**src/design/rmm_params.svh**
```systemverilog
// constants for the relay memory map: offsets, field positions and timing counts
`ifndef RMM_PARAMS_SVH
`define RMM_PARAMS_SVH
`define RMM_NUM_IN 20
`define RMM_NUM_OUT 16
`define RMM_NUM_AUX 59
`define RMM_NUM_LATCH 47
`define RMM_NUM_UNIT 10
`define RMM_PRESET_MAX 255
`define RMM_ADR_IN 8'h00
`define RMM_ADR_OUT 8'h04
`define RMM_ADR_AUX_LO 8'h08
`define RMM_ADR_AUX_HI 8'h0C
`define RMM_ADR_SPEC 8'h10
`define RMM_ADR_LATCH_LO 8'h14
`define RMM_ADR_LATCH_HI 8'h18
`define RMM_ADR_UNIT 8'h1C
`define RMM_ADR_PRESET 8'h20
`define RMM_ADR_COIL 8'h24
`define RMM_ADR_LATCH_SR 8'h28
`define RMM_ADR_STAT 8'h2C
`define RMM_ADR_PRE_BASE 8'h40
`define RMM_ADR_PRE_TOP 8'h8C
`define RMM_SPEC_FIRST 0
`define RMM_SPEC_TENTH 1
`define RMM_SPEC_SEC 2
`define RMM_SPEC_BATTERY 3
`define RMM_SPEC_MEM 4
`define RMM_SPEC_INHIBIT 5
`define RMM_STAT_REJECT 0
`define RMM_STAT_BADNUM 1
`define RMM_CLK_HZ 250000000
`define RMM_TENTH_MS 100
`define RMM_SEC_MS 1000
`define RMM_HALF_TENTH ((`RMM_CLK_HZ / 1000) * `RMM_TENTH_MS / 2)
`define RMM_HALF_SEC ((`RMM_CLK_HZ / 1000) * `RMM_SEC_MS / 2)
`define RMM_FLASH_DIV 5
`endif

```
**src/design/rmm_pkg.sv**
```systemverilog
// types for the relay memory map
package rmm_pkg;
   typedef enum logic [1:0] {
      RMM_STOP = 2'b00,
      RMM_FIRST = 2'b01,
      RMM_RUN = 2'b11
   } rmm_mode_t;
endpackage

```
**src/design/rmm_relay_map.sv**
```systemverilog
// relay memory map: data memory cells, special relays and wishbone access
//
// Implementation choices: the address map and the Wishbone register port.
`timescale 1ns/1ps
`default_nettype none
`include "rmm_params.svh"
module rmm_relay_map
   import rmm_pkg::*;
(
   input wire logic clk_i,
   input wire logic rst_i,
   input wire logic wb_cyc_i,
   input wire logic wb_stb_i,
   input wire logic wb_we_i,
   input wire logic [7:0] wb_adr_i,
   input wire logic [3:0] wb_sel_i,
   input wire logic [31:0] wb_dat_i,
   output logic [31:0] wb_dat_o,
   output logic wb_ack_o,
   input wire logic [19:0] in_term_i,
   input wire logic [9:0] timer_done_i,
   input wire logic [9:0] tally_done_i,
   input wire logic mode_run_i,
   input wire logic power_fail_i,
   input wire logic battery_fault_i,
   input wire logic memory_fault_i,
   input wire logic scan_end_i,
   output logic [15:0] out_term_o,
   output logic [15:0] out_lamp_o,
   output logic run_lamp_o,
   output logic cell_low_lamp_o,
   output logic first_scan_flag_o
);
   logic [19:0] in_cell;
   logic [15:0] out_cell;
   logic [58:0] aux_cell;
   logic [46:0] latch_cell;
   logic output_inhibit_relay;
   logic [7:0] preset [0:19];
   logic first_scan_flag;
   logic battery_fault_flag;
   logic memory_fault_flag;
   logic mode_q;
   logic seen_stop;
   rmm_mode_t mode_st;
   rmm_mode_t next_mode_st;
   logic [24:0] tenth_cnt;
   logic [27:0] sec_cnt;
   logic tenth_clk;
   logic sec_clk;
   logic [2:0] flash_cnt;
   logic run_flash;
   logic [1:0] stat;

   // returns true when the low byte lane pair carries a full 16-bit field
   function automatic logic lane_lo(input logic [3:0] sel);
      lane_lo = sel[0] & sel[1];
   endfunction

   // bus decode
   wire bus_req = wb_cyc_i & wb_stb_i & ~wb_ack_o;
   wire wr_req = bus_req & wb_we_i;
   wire in_pre_rng = (wb_adr_i >= `RMM_ADR_PRE_BASE) && (wb_adr_i <= `RMM_ADR_PRE_TOP);
   wire [7:0] pre_off = wb_adr_i - `RMM_ADR_PRE_BASE;
   wire [4:0] pre_idx = pre_off[6:2];
   wire [7:0] pre_val = wb_dat_i[7:0];
   // a preset of zero or above 255 is refused
   wire pre_bad = (wb_dat_i[31:8] != 24'h000000) || (pre_val == 8'h00);
   // coil command: [7:0] number, [10:8] class, [16] value
   wire [7:0] coil_num = wb_dat_i[7:0];
   wire [2:0] coil_cls = wb_dat_i[10:8];
   wire coil_val = wb_dat_i[16];
   wire coil_wr = wr_req && (wb_adr_i == `RMM_ADR_COIL) && lane_lo(wb_sel_i);
   // class 0 output, 1 auxiliary, other classes refused (special relays included)
   wire coil_out_ok = (coil_cls == 3'h0) && (coil_num < 8'd16);
   wire coil_aux_ok = (coil_cls == 3'h1) && (coil_num < 8'd59);
   wire coil_bad = coil_wr && !(coil_out_ok || coil_aux_ok);
   // latch command: [7:0] number (47 = inhibit relay), [8] set, [9] reset
   wire lsr_wr = wr_req && (wb_adr_i == `RMM_ADR_LATCH_SR) && lane_lo(wb_sel_i);
   wire [7:0] lsr_num = wb_dat_i[7:0];
   wire lsr_set = wb_dat_i[8];
   wire lsr_rst = wb_dat_i[9];
   wire lsr_ok = lsr_num <= 8'd47;
   wire lsr_bad = lsr_wr && !lsr_ok;
   // reset dominates set
   wire lsr_next = lsr_rst ? 1'b0 : (lsr_set ? 1'b1 : 1'b0);
   wire lsr_act = lsr_wr && lsr_ok && !power_fail_i && (lsr_set || lsr_rst);
   wire pre_wr = wr_req && in_pre_rng && (wb_adr_i[1:0] == 2'b00) && wb_sel_i[0];
   wire [5:0] spec_bits = {output_inhibit_relay, memory_fault_flag, battery_fault_flag,
                           sec_clk, tenth_clk, first_scan_flag};
   wire mapped = (wb_adr_i <= `RMM_ADR_STAT) || (in_pre_rng && (wb_adr_i[1:0] == 2'b00));
   wire [31:0] rd_mux =
      (wb_adr_i == `RMM_ADR_IN) ? {12'h000, in_cell} :
      (wb_adr_i == `RMM_ADR_OUT) ? {16'h0000, out_cell} :
      (wb_adr_i == `RMM_ADR_AUX_LO) ? aux_cell[31:0] :
      (wb_adr_i == `RMM_ADR_AUX_HI) ? {5'h00, aux_cell[58:32]} :
      (wb_adr_i == `RMM_ADR_SPEC) ? {26'h0000000, spec_bits} :
      (wb_adr_i == `RMM_ADR_LATCH_LO) ? latch_cell[31:0] :
      (wb_adr_i == `RMM_ADR_LATCH_HI) ? {17'h00000, latch_cell[46:32]} :
      (wb_adr_i == `RMM_ADR_UNIT) ? {12'h000, tally_done_i, timer_done_i} :
      (wb_adr_i == `RMM_ADR_STAT) ? {30'h00000000, stat} :
      in_pre_rng ? {24'h000000, preset[pre_idx]} : 32'h00000000;

   // wishbone answer, one cycle after the request, dropped the next
   always_ff @(posedge clk_i) begin
      if (rst_i) begin
         wb_ack_o <= 1'b0;
         wb_dat_o <= 32'h00000000;
      end else begin
         wb_ack_o <= bus_req;
         wb_dat_o <= (bus_req && !wb_we_i && mapped) ? rd_mux : 32'h00000000;
      end
   end

   // input cells follow their terminals
   always_ff @(posedge clk_i) begin
      if (rst_i) in_cell <= 20'h00000;
      else in_cell <= in_term_i;
   end

   // output and auxiliary coil writes, one cell per number
   always_ff @(posedge clk_i) begin
      if (rst_i) begin
         out_cell <= 16'h0000;
         aux_cell <= 59'h0;
      end else if (coil_wr) begin
         if (coil_out_ok) out_cell[coil_num[3:0]] <= coil_val;
         if (coil_aux_ok) aux_cell[coil_num[5:0]] <= coil_val;
      end
   end

   // latching cells hold through power fail; rst_i is the cold start only
   always_ff @(posedge clk_i) begin
      if (rst_i) begin
         latch_cell <= 47'h0;
         output_inhibit_relay <= 1'b0;
      end else if (lsr_act) begin
         if (lsr_num == 8'd47) output_inhibit_relay <= lsr_next;
         else latch_cell[lsr_num[5:0]] <= lsr_next;
      end
   end

   // preset storage: timers 0-9 then counters 0-9
   always_ff @(posedge clk_i) begin
      if (rst_i) begin
         for (int i = 0; i < 20; i++) preset[i] <= 8'h01;
      end else if (pre_wr && !pre_bad && (pre_idx < 5'd20)) begin
         preset[pre_idx] <= pre_val;
      end
   end

   // sticky refusal flags, cleared by writing one; a new refusal wins
   wire stat_clr = wr_req && (wb_adr_i == `RMM_ADR_STAT) && wb_sel_i[0];
   wire rej_ev = pre_wr && pre_bad;
   wire bad_ev = coil_bad || lsr_bad;
   wire rej_keep = stat[`RMM_STAT_REJECT] & ~(stat_clr & wb_dat_i[0]);
   wire bad_keep = stat[`RMM_STAT_BADNUM] & ~(stat_clr & wb_dat_i[1]);
   always_ff @(posedge clk_i) begin
      if (rst_i) stat <= 2'b00;
      else begin
         stat[`RMM_STAT_REJECT] <= rej_ev | rej_keep;
         stat[`RMM_STAT_BADNUM] <= bad_ev | bad_keep;
      end
   end

   // mode sequencing: first scan after a stop-to-run change
   always_comb begin
      next_mode_st = mode_st;
      case (mode_st)
         RMM_STOP: if (mode_run_i && seen_stop) next_mode_st = RMM_FIRST;
         RMM_FIRST: if (scan_end_i) next_mode_st = RMM_RUN;
         RMM_RUN: if (!mode_run_i) next_mode_st = RMM_STOP;
         default: next_mode_st = RMM_STOP;
      endcase
   end
   always_ff @(posedge clk_i) begin
      if (rst_i) begin
         mode_st <= RMM_STOP;
         mode_q <= 1'b0;
         seen_stop <= 1'b0;
         first_scan_flag <= 1'b0;
      end else begin
         mode_st <= next_mode_st;
         mode_q <= mode_run_i;
         if (!mode_run_i) seen_stop <= 1'b1;
         first_scan_flag <= (next_mode_st == RMM_FIRST);
      end
   end

   // fault flags: battery follows its fault, memory holds until mode change
   wire mode_chg = mode_q ^ mode_run_i;
   always_ff @(posedge clk_i) begin
      if (rst_i) begin
         battery_fault_flag <= 1'b0;
         memory_fault_flag <= 1'b0;
      end else begin
         battery_fault_flag <= battery_fault_i;
         memory_fault_flag <= memory_fault_i | (memory_fault_flag & ~mode_chg);
      end
   end

   // clock relays by division, toggling each half period
   wire tenth_wrap = (tenth_cnt == 25'(`RMM_HALF_TENTH - 1));
   wire sec_wrap = (sec_cnt == 28'(`RMM_HALF_SEC - 1));
   always_ff @(posedge clk_i) begin
      if (rst_i) begin
         tenth_cnt <= 25'h0;
         sec_cnt <= 28'h0;
         tenth_clk <= 1'b0;
         sec_clk <= 1'b0;
      end else begin
         tenth_cnt <= tenth_wrap ? 25'h0 : tenth_cnt + 25'h1;
         sec_cnt <= sec_wrap ? 28'h0 : sec_cnt + 28'h1;
         if (tenth_wrap) tenth_clk <= ~tenth_clk;
         if (sec_wrap) sec_clk <= ~sec_clk;
      end
   end

   // run lamp flash at one toggle per five 0.1 s half-periods
   always_ff @(posedge clk_i) begin
      if (rst_i) begin
         flash_cnt <= 3'h0;
         run_flash <= 1'b0;
      end else if (tenth_wrap) begin
         flash_cnt <= (flash_cnt == 3'(`RMM_FLASH_DIV - 1)) ? 3'h0 : flash_cnt + 3'h1;
         if (flash_cnt == 3'(`RMM_FLASH_DIV - 1)) run_flash <= ~run_flash;
      end
   end

   // terminal and lamp drive; inhibit and power fail blank the outputs
   wire out_blank = output_inhibit_relay | power_fail_i;
   always_ff @(posedge clk_i) begin
      if (rst_i) begin
         out_term_o <= 16'h0000;
         out_lamp_o <= 16'h0000;
         run_lamp_o <= 1'b0;
         cell_low_lamp_o <= 1'b0;
         first_scan_flag_o <= 1'b0;
      end else begin
         out_term_o <= out_blank ? 16'h0000 : out_cell;
         out_lamp_o <= out_blank ? 16'h0000 : out_cell;
         run_lamp_o <= (mode_st != RMM_STOP) &
                       (output_inhibit_relay ? run_flash : 1'b1);
         cell_low_lamp_o <= battery_fault_i;
         first_scan_flag_o <= first_scan_flag;
      end
   end

   // checks: output blanking under the inhibit relay and recovery after it
   a_inhibit_blanks: assert property (@(posedge clk_i) disable iff (rst_i)
      output_inhibit_relay |=> (out_term_o == 16'h0000) && (out_lamp_o == 16'h0000))
      else $error("outputs not blanked while inhibited");
   a_outputs_follow: assert property (@(posedge clk_i) disable iff (rst_i)
      (!output_inhibit_relay && !power_fail_i) |=> (out_term_o == $past(out_cell)))
      else $error("outputs do not follow program result");
   a_lamps_match: assert property (@(posedge clk_i) disable iff (rst_i)
      out_lamp_o == out_term_o)
      else $error("output lamps disagree with terminals");
   a_run_lamp_steady: assert property (@(posedge clk_i) disable iff (rst_i)
      (mode_st != RMM_STOP && !output_inhibit_relay) |=> run_lamp_o)
      else $error("run lamp not steady while running");
   a_run_lamp_flash: assert property (@(posedge clk_i) disable iff (rst_i)
      (mode_st != RMM_STOP && output_inhibit_relay) |=> (run_lamp_o == $past(run_flash)))
      else $error("run lamp not flashing while inhibited");

   // power fail blanks the outputs and leaves every latch as it was
   a_fail_blanks: assert property (@(posedge clk_i) disable iff (rst_i)
      power_fail_i |=> (out_term_o == 16'h0000) && (out_lamp_o == 16'h0000))
      else $error("outputs not off during power fail");
   a_fail_keeps_latch: assert property (@(posedge clk_i) disable iff (rst_i)
      power_fail_i |=> $stable(latch_cell) && $stable(output_inhibit_relay))
      else $error("latch changed during power fail");

   // latch commands: reset dominates set, a lone set stores a one
   a_reset_wins: assert property (@(posedge clk_i) disable iff (rst_i)
      (lsr_act && lsr_rst && lsr_num < 8'd47) |=> !latch_cell[$past(lsr_num[5:0])])
      else $error("set beat reset on a latch");
   a_latch_set: assert property (@(posedge clk_i) disable iff (rst_i)
      (lsr_act && lsr_set && !lsr_rst && lsr_num < 8'd47) |=> latch_cell[$past(lsr_num[5:0])])
      else $error("latch set was lost");

   // first-scan flag: only during the first scan, gone once it ends
   a_first_scan_once: assert property (@(posedge clk_i) disable iff (rst_i)
      $rose(first_scan_flag) |-> (mode_st == RMM_FIRST))
      else $error("first scan flag outside first scan");
   a_first_scan_ends: assert property (@(posedge clk_i) disable iff (rst_i)
      (mode_st == RMM_FIRST && scan_end_i) |=> !first_scan_flag)
      else $error("first scan flag outlived its scan");
   a_first_scan_stop: assert property (@(posedge clk_i) disable iff (rst_i)
      (mode_st == RMM_STOP) |-> !first_scan_flag)
      else $error("first scan flag set in stop");
   a_first_scan_out: assert property (@(posedge clk_i) disable iff (rst_i)
      first_scan_flag |=> first_scan_flag_o)
      else $error("first scan output missed the flag");

   // fault flags: battery follows its fault, memory holds until mode change
   a_mem_fault_set: assert property (@(posedge clk_i) disable iff (rst_i)
      memory_fault_i |=> memory_fault_flag)
      else $error("memory fault not flagged");
   a_mem_fault_hold: assert property (@(posedge clk_i) disable iff (rst_i)
      (memory_fault_flag && !mode_chg) |=> memory_fault_flag)
      else $error("memory fault released without mode change");
   a_mem_fault_clear: assert property (@(posedge clk_i) disable iff (rst_i)
      (mode_chg && !memory_fault_i) |=> !memory_fault_flag)
      else $error("memory fault kept after mode change");
   a_bat_lamp_follow: assert property (@(posedge clk_i) disable iff (rst_i)
      1'b1 |=> (cell_low_lamp_o == $past(battery_fault_i))
         && (battery_fault_flag == cell_low_lamp_o))
      else $error("battery lamp and flag disagree with fault");

   // coil and latch numbers: refusals flagged, cells untouched
   a_special_no_coil: assert property (@(posedge clk_i) disable iff (rst_i)
      (coil_wr && coil_cls > 3'h1) |=> $stable(aux_cell) && $stable(out_cell)
         && stat[`RMM_STAT_BADNUM])
      else $error("special relay written as coil");
   a_bad_coil_kept: assert property (@(posedge clk_i) disable iff (rst_i)
      coil_bad |=> $stable(out_cell) && $stable(aux_cell))
      else $error("refused coil number changed a cell");
   a_bad_num_flag: assert property (@(posedge clk_i) disable iff (rst_i)
      (coil_bad || lsr_bad) |=> stat[`RMM_STAT_BADNUM])
      else $error("refused relay number not flagged");
   a_coil_stored: assert property (@(posedge clk_i) disable iff (rst_i)
      (coil_wr && coil_out_ok) |=> (out_cell[$past(coil_num[3:0])] == $past(coil_val)))
      else $error("output coil write not stored in its cell");

   // presets: a refused value is flagged and never stored
   a_bad_preset_kept: assert property (@(posedge clk_i) disable iff (rst_i)
      (pre_wr && pre_bad && pre_idx < 5'd20)
         |=> (preset[$past(pre_idx)] == $past(preset[pre_idx])))
      else $error("refused preset was stored");
   a_reject_flag: assert property (@(posedge clk_i) disable iff (rst_i)
      (pre_wr && pre_bad) |=> stat[`RMM_STAT_REJECT])
      else $error("refused preset not flagged");

   // clock relays toggle at each half period; inputs and bus answer
   a_tenth_toggle: assert property (@(posedge clk_i) disable iff (rst_i)
      tenth_wrap |=> (tenth_clk != $past(tenth_clk)) && (tenth_cnt == 25'h0))
      else $error("0.1 s clock did not toggle at half period");
   a_sec_toggle: assert property (@(posedge clk_i) disable iff (rst_i)
      sec_wrap |=> (sec_clk != $past(sec_clk)) && (sec_cnt == 28'h0))
      else $error("1 s clock did not toggle at half period");
   a_input_follow: assert property (@(posedge clk_i) disable iff (rst_i)
      1'b1 |=> (in_cell == $past(in_term_i)))
      else $error("input cells do not follow terminals");
   a_ack_single: assert property (@(posedge clk_i) disable iff (rst_i)
      wb_ack_o |=> !wb_ack_o)
      else $error("bus answer longer than one cycle");
   a_ack_needs_req: assert property (@(posedge clk_i) disable iff (rst_i)
      wb_ack_o |-> $past(bus_req))
      else $error("bus answer without a request");
endmodule
`default_nettype wire

```
**config.mk**
```make
export PLATFORM = sky130hd
export DESIGN_NAME = rmm_relay_map
export DESIGN_NICKNAME = d
export VERILOG_FILES = /design/src/design/rmm_pkg.sv /design/src/design/rmm_relay_map.sv
export VERILOG_INCLUDE_DIRS = /design/src /design/src/design
export SDC_FILE = /design/constraint.sdc
export NUM_CORES = 1
export LEC_CHECK = 0
export BUFFER_PORTS_ARGS = -buffer_cell sky130_fd_sc_hd__buf_2
export CORE_MARGIN = 3
export CORE_UTILIZATION = 30
export CTS_CLUSTER_DIAMETER = 150
export CTS_CLUSTER_SIZE = 24
export DETAILED_ROUTE_END_ITERATION = 6
export GPL_ROUTABILITY_DRIVEN = 0
export SYNTH_ARGS = -nofsm -noshare
export SYNTH_HDL_FRONTEND = slang
export SYNTH_SLANG_ARGS = --single-unit
```
**constraint.sdc**
```tcl
create_clock -name clk_i -period 2.62 [get_ports clk_i]
set_input_delay 0.262 -clock clk_i [delete_from_list [all_inputs] [get_ports clk_i]]
set_output_delay 0.262 -clock clk_i [all_outputs]
set_load 0.02 [all_outputs]
```
==> results.json <==
{
  "ys_top_cells_by_count": "262 x dfxtp_1, 216 x edfxtp_1, 169 x and2_1",
  "reg2reg_depth": 8,
  "tns_ps": 0,
  "synth_top_cell_by_area": "edfxtp_1",
  "yosysSeqAreaShare": 0.549,
  "vias_per_cell": 5.08,
  "met1_length_mm": 27.9,
  "cts_tree": "done",
  "timing.final.crit_share": 0.955,
  "cts-resized-gates": 0,
  "synth_edf_count": 216,
  "end_kind": "register",
  "wirelength_mm": 66.1,
  "yosys-top-cells-area": "edfxtp_1 30%, dfxtp_1 25%, and2_1 4.9%",
  "post-synth-top-count-cell": "dfxtp_1",
  "wl_met3_mm": 5.53,
  "drt-initial-drc-count": 2049,
  "ant_nets": 0,
  "path_clk_slew_ps": 100,
  "drive_gt1_frac": 0.197,
  "grt_max_degree": 95,
  "syn_area_um2": 21400,
  "hold_path_class": "in2reg",
  "dieArea_um2": 74400,
  "ys_seq_elements": 478,
  "drt-pass1-iter-count": 6,
  "cp_max_fo": 1,
  "grt_pass1_vias": 15597,
  "coreArea_um2": 70300,
  "setup_viol": 0,
  "area_growth_pct": 17.3,
  "skew_ps": 10.5,
  "drv_cap": 0,
  "period_needed_ps": 2500,
  "hold_path_end": "wb_dat_o[17]",
  "clk_path_buf_depth": 3,
  "hold_violations": 0,
  "hold_start": "tally_done_i[7]",
  "syn_avg_cell_area_um2": 10.8,
  "worst_slew_pin_slew_ps": 678,
  "status": "finished clean",
  "fill_cells": 6939,
  "htreeDepth": 1,
  "port_buffers": 159,
  "die-width_um": 273,
  "r2r_setup_slack_ps": 120,
  "crit_path_start": "preset[16][2]",
  "required_ps": 3100,
  "routedWlPerCell_um": 20.7,
  "dp_cells": 3138,
  "wl_met2_mm": 30.6,
  "start_kind": "register",
  "slew-limit-headroom": 0.536,
  "overflow": 0,
  "p_leak_nw": 9.12,
  "r2r_start": "preset[16][2]",
  "numCtsBuffers": 23,
  "synth_ff_type": "dfxtp_1",
  "synthCells": 1976,
  "slew_violations": 0,
  "finalPower_w": 0.0132,
  "seq_area_um2": 11700,
  "critical_path_class": "reg2reg",
  "ir_worst_vdd_mv": 0.384,
  "crit-reg2reg-capture": "wb_dat_o[2]",
  "hold_path_depth": 3,
  "grt_util_all_layers": 0.172,
  "yosysWarnings": 0,
  "power_density_nw_per_um2": 525,
  "antenna_found_initial": 2,
  "nNetsFinal": 2344,
  "die_h_um": 273,
  "cts.sinks": 478,
  "drc": 0,
  "grt_setup_unrepaired": "false",
  "num_rows": 97,
  "clkLatencyLatePin_ps": 580,
  "grt_pass1_wl_mm": 97.7,
  "finalNonFillerCells": 3196,
  "hpwl_mm": 48.2,
  "multi_input_area_um2": 9040,
  "arrival_ps": 2980,
  "io_pins": 162,
  "holdWs_ps": 24.2,
  "synth.distinct_cells": 77,
  "start_util": 0.304,
  "max_freq_mhz": 400,
  "topRoutingLayerUsed": "met5",
  "cts_root_buffer": "clkbuf_16",
  "async_reset_ff_frac": 0,
  "synth_top_area_frac": 0.304,
  "num_vias": 16227
}
[metal layers]
layer	global-route usage	vias to the layer above
met5	0	-
met4	0.0504	2
met3	0.0335	104
met2	0.280	669
met1	0.232	7873
li1	-	7579
[what timing repair did]
action                                 in CTS  in global routing
setup buffers                               0                  0
hold buffers                               23                  0
setup endpoints to repair                   0                  0
endpoints found under the hold margin      24                  0
[layout by cell type, fill, tap and decap left out, drive strengths merged, types with 36 or more instances in the layout]
cell,Yosys,layout
nand3,49,49
conb,1,56
nor2,170,170
and2,169,169
nor2b,71,71
o21ai,75,75
nand2b,45,45
nand2,110,110
mux2i,75,75
a21oi,111,111
a211oi,56,56
edfxtp,216,216
xor2,36,36
dfxtp,262,262
buf,64,324
[critical path, cell delays in order, from the launching register on]
cell,delay (ps)
edfxtp_1,390
mux2_2,290
nor4_1,420
o21ai_0,150
o311ai_0,140
nor3_1,190
o31ai_1,440
a211oi_1,210
buf_4,180
[area by class of cell]
cell class	count	share of cell area
multi-input combinational	1384	0.361
sequential	478	0.468
inverter	12	0.00180
antenna	2	0.000200
timing repair buffer	347	0.0969
tap	940	0.0470
clock buffer	33	0.0249
[flip-flops by register name, summed over array words and instances (netlist names), 2 cells and up]
signal      cells
aux_cell       59
latch_cell     47
flash_cnt       3
sec_cnt        28
wb_dat_o       32
mode_st         2
out_cell       16
tenth_cnt      25
preset        216
stat            2
out_lamp_o     16
in_cell        20
[cells by family after synthesis]
| kind of cell | after synthesis | synth area share |
|---|---|---|
| buf+inv | 169 | 0.0378 |
| mux | 117 | 0.0731 |
| flops | 478 | 0.549 |
| fa+ha+maj | 4 | 0.00234 |
| simple gates | 763 | 0.193 |
| compound gates | 392 | 0.123 |
| xor+xnor | 52 | 0.0213 |
| other cells | 1 | 0.000176 |
[worst max path at each step]
stage | endpoint | slack, ps | cells after the start
finish | wb_dat_o[2] | 120 | 8
floorplan | preset[7][0] | 230 | 8
global placement | preset[10][6] | -510 | 12
CTS | aux_cell[34] | 130 | 7
global route | aux_cell[10] | 3 | 7
detailed placement | preset[2][5] | -380 | 12
[report_power, final]
| part | internal (W) | switching [W] |
|---|---|---|
| sequential | 0.00797 | 0.0000718 |
| combinational | 0.000415 | 0.000707 |
| clock | 0.00166 | 0.00234 |
[stage by stage]
step | utilization | cell area (um^2) | setup WS [ps]
floorplan | - | 21600 | 231
global placement | 0.344 | 24200 | -510
detailed placement | 0.344 | 24200 | -382
CTS | 0.356 | 25000 | 129
global route | 0.356 | 25000 | 3.49
finish | 0.356 | 25000 | 119
(Power assumes the default switching activity.)
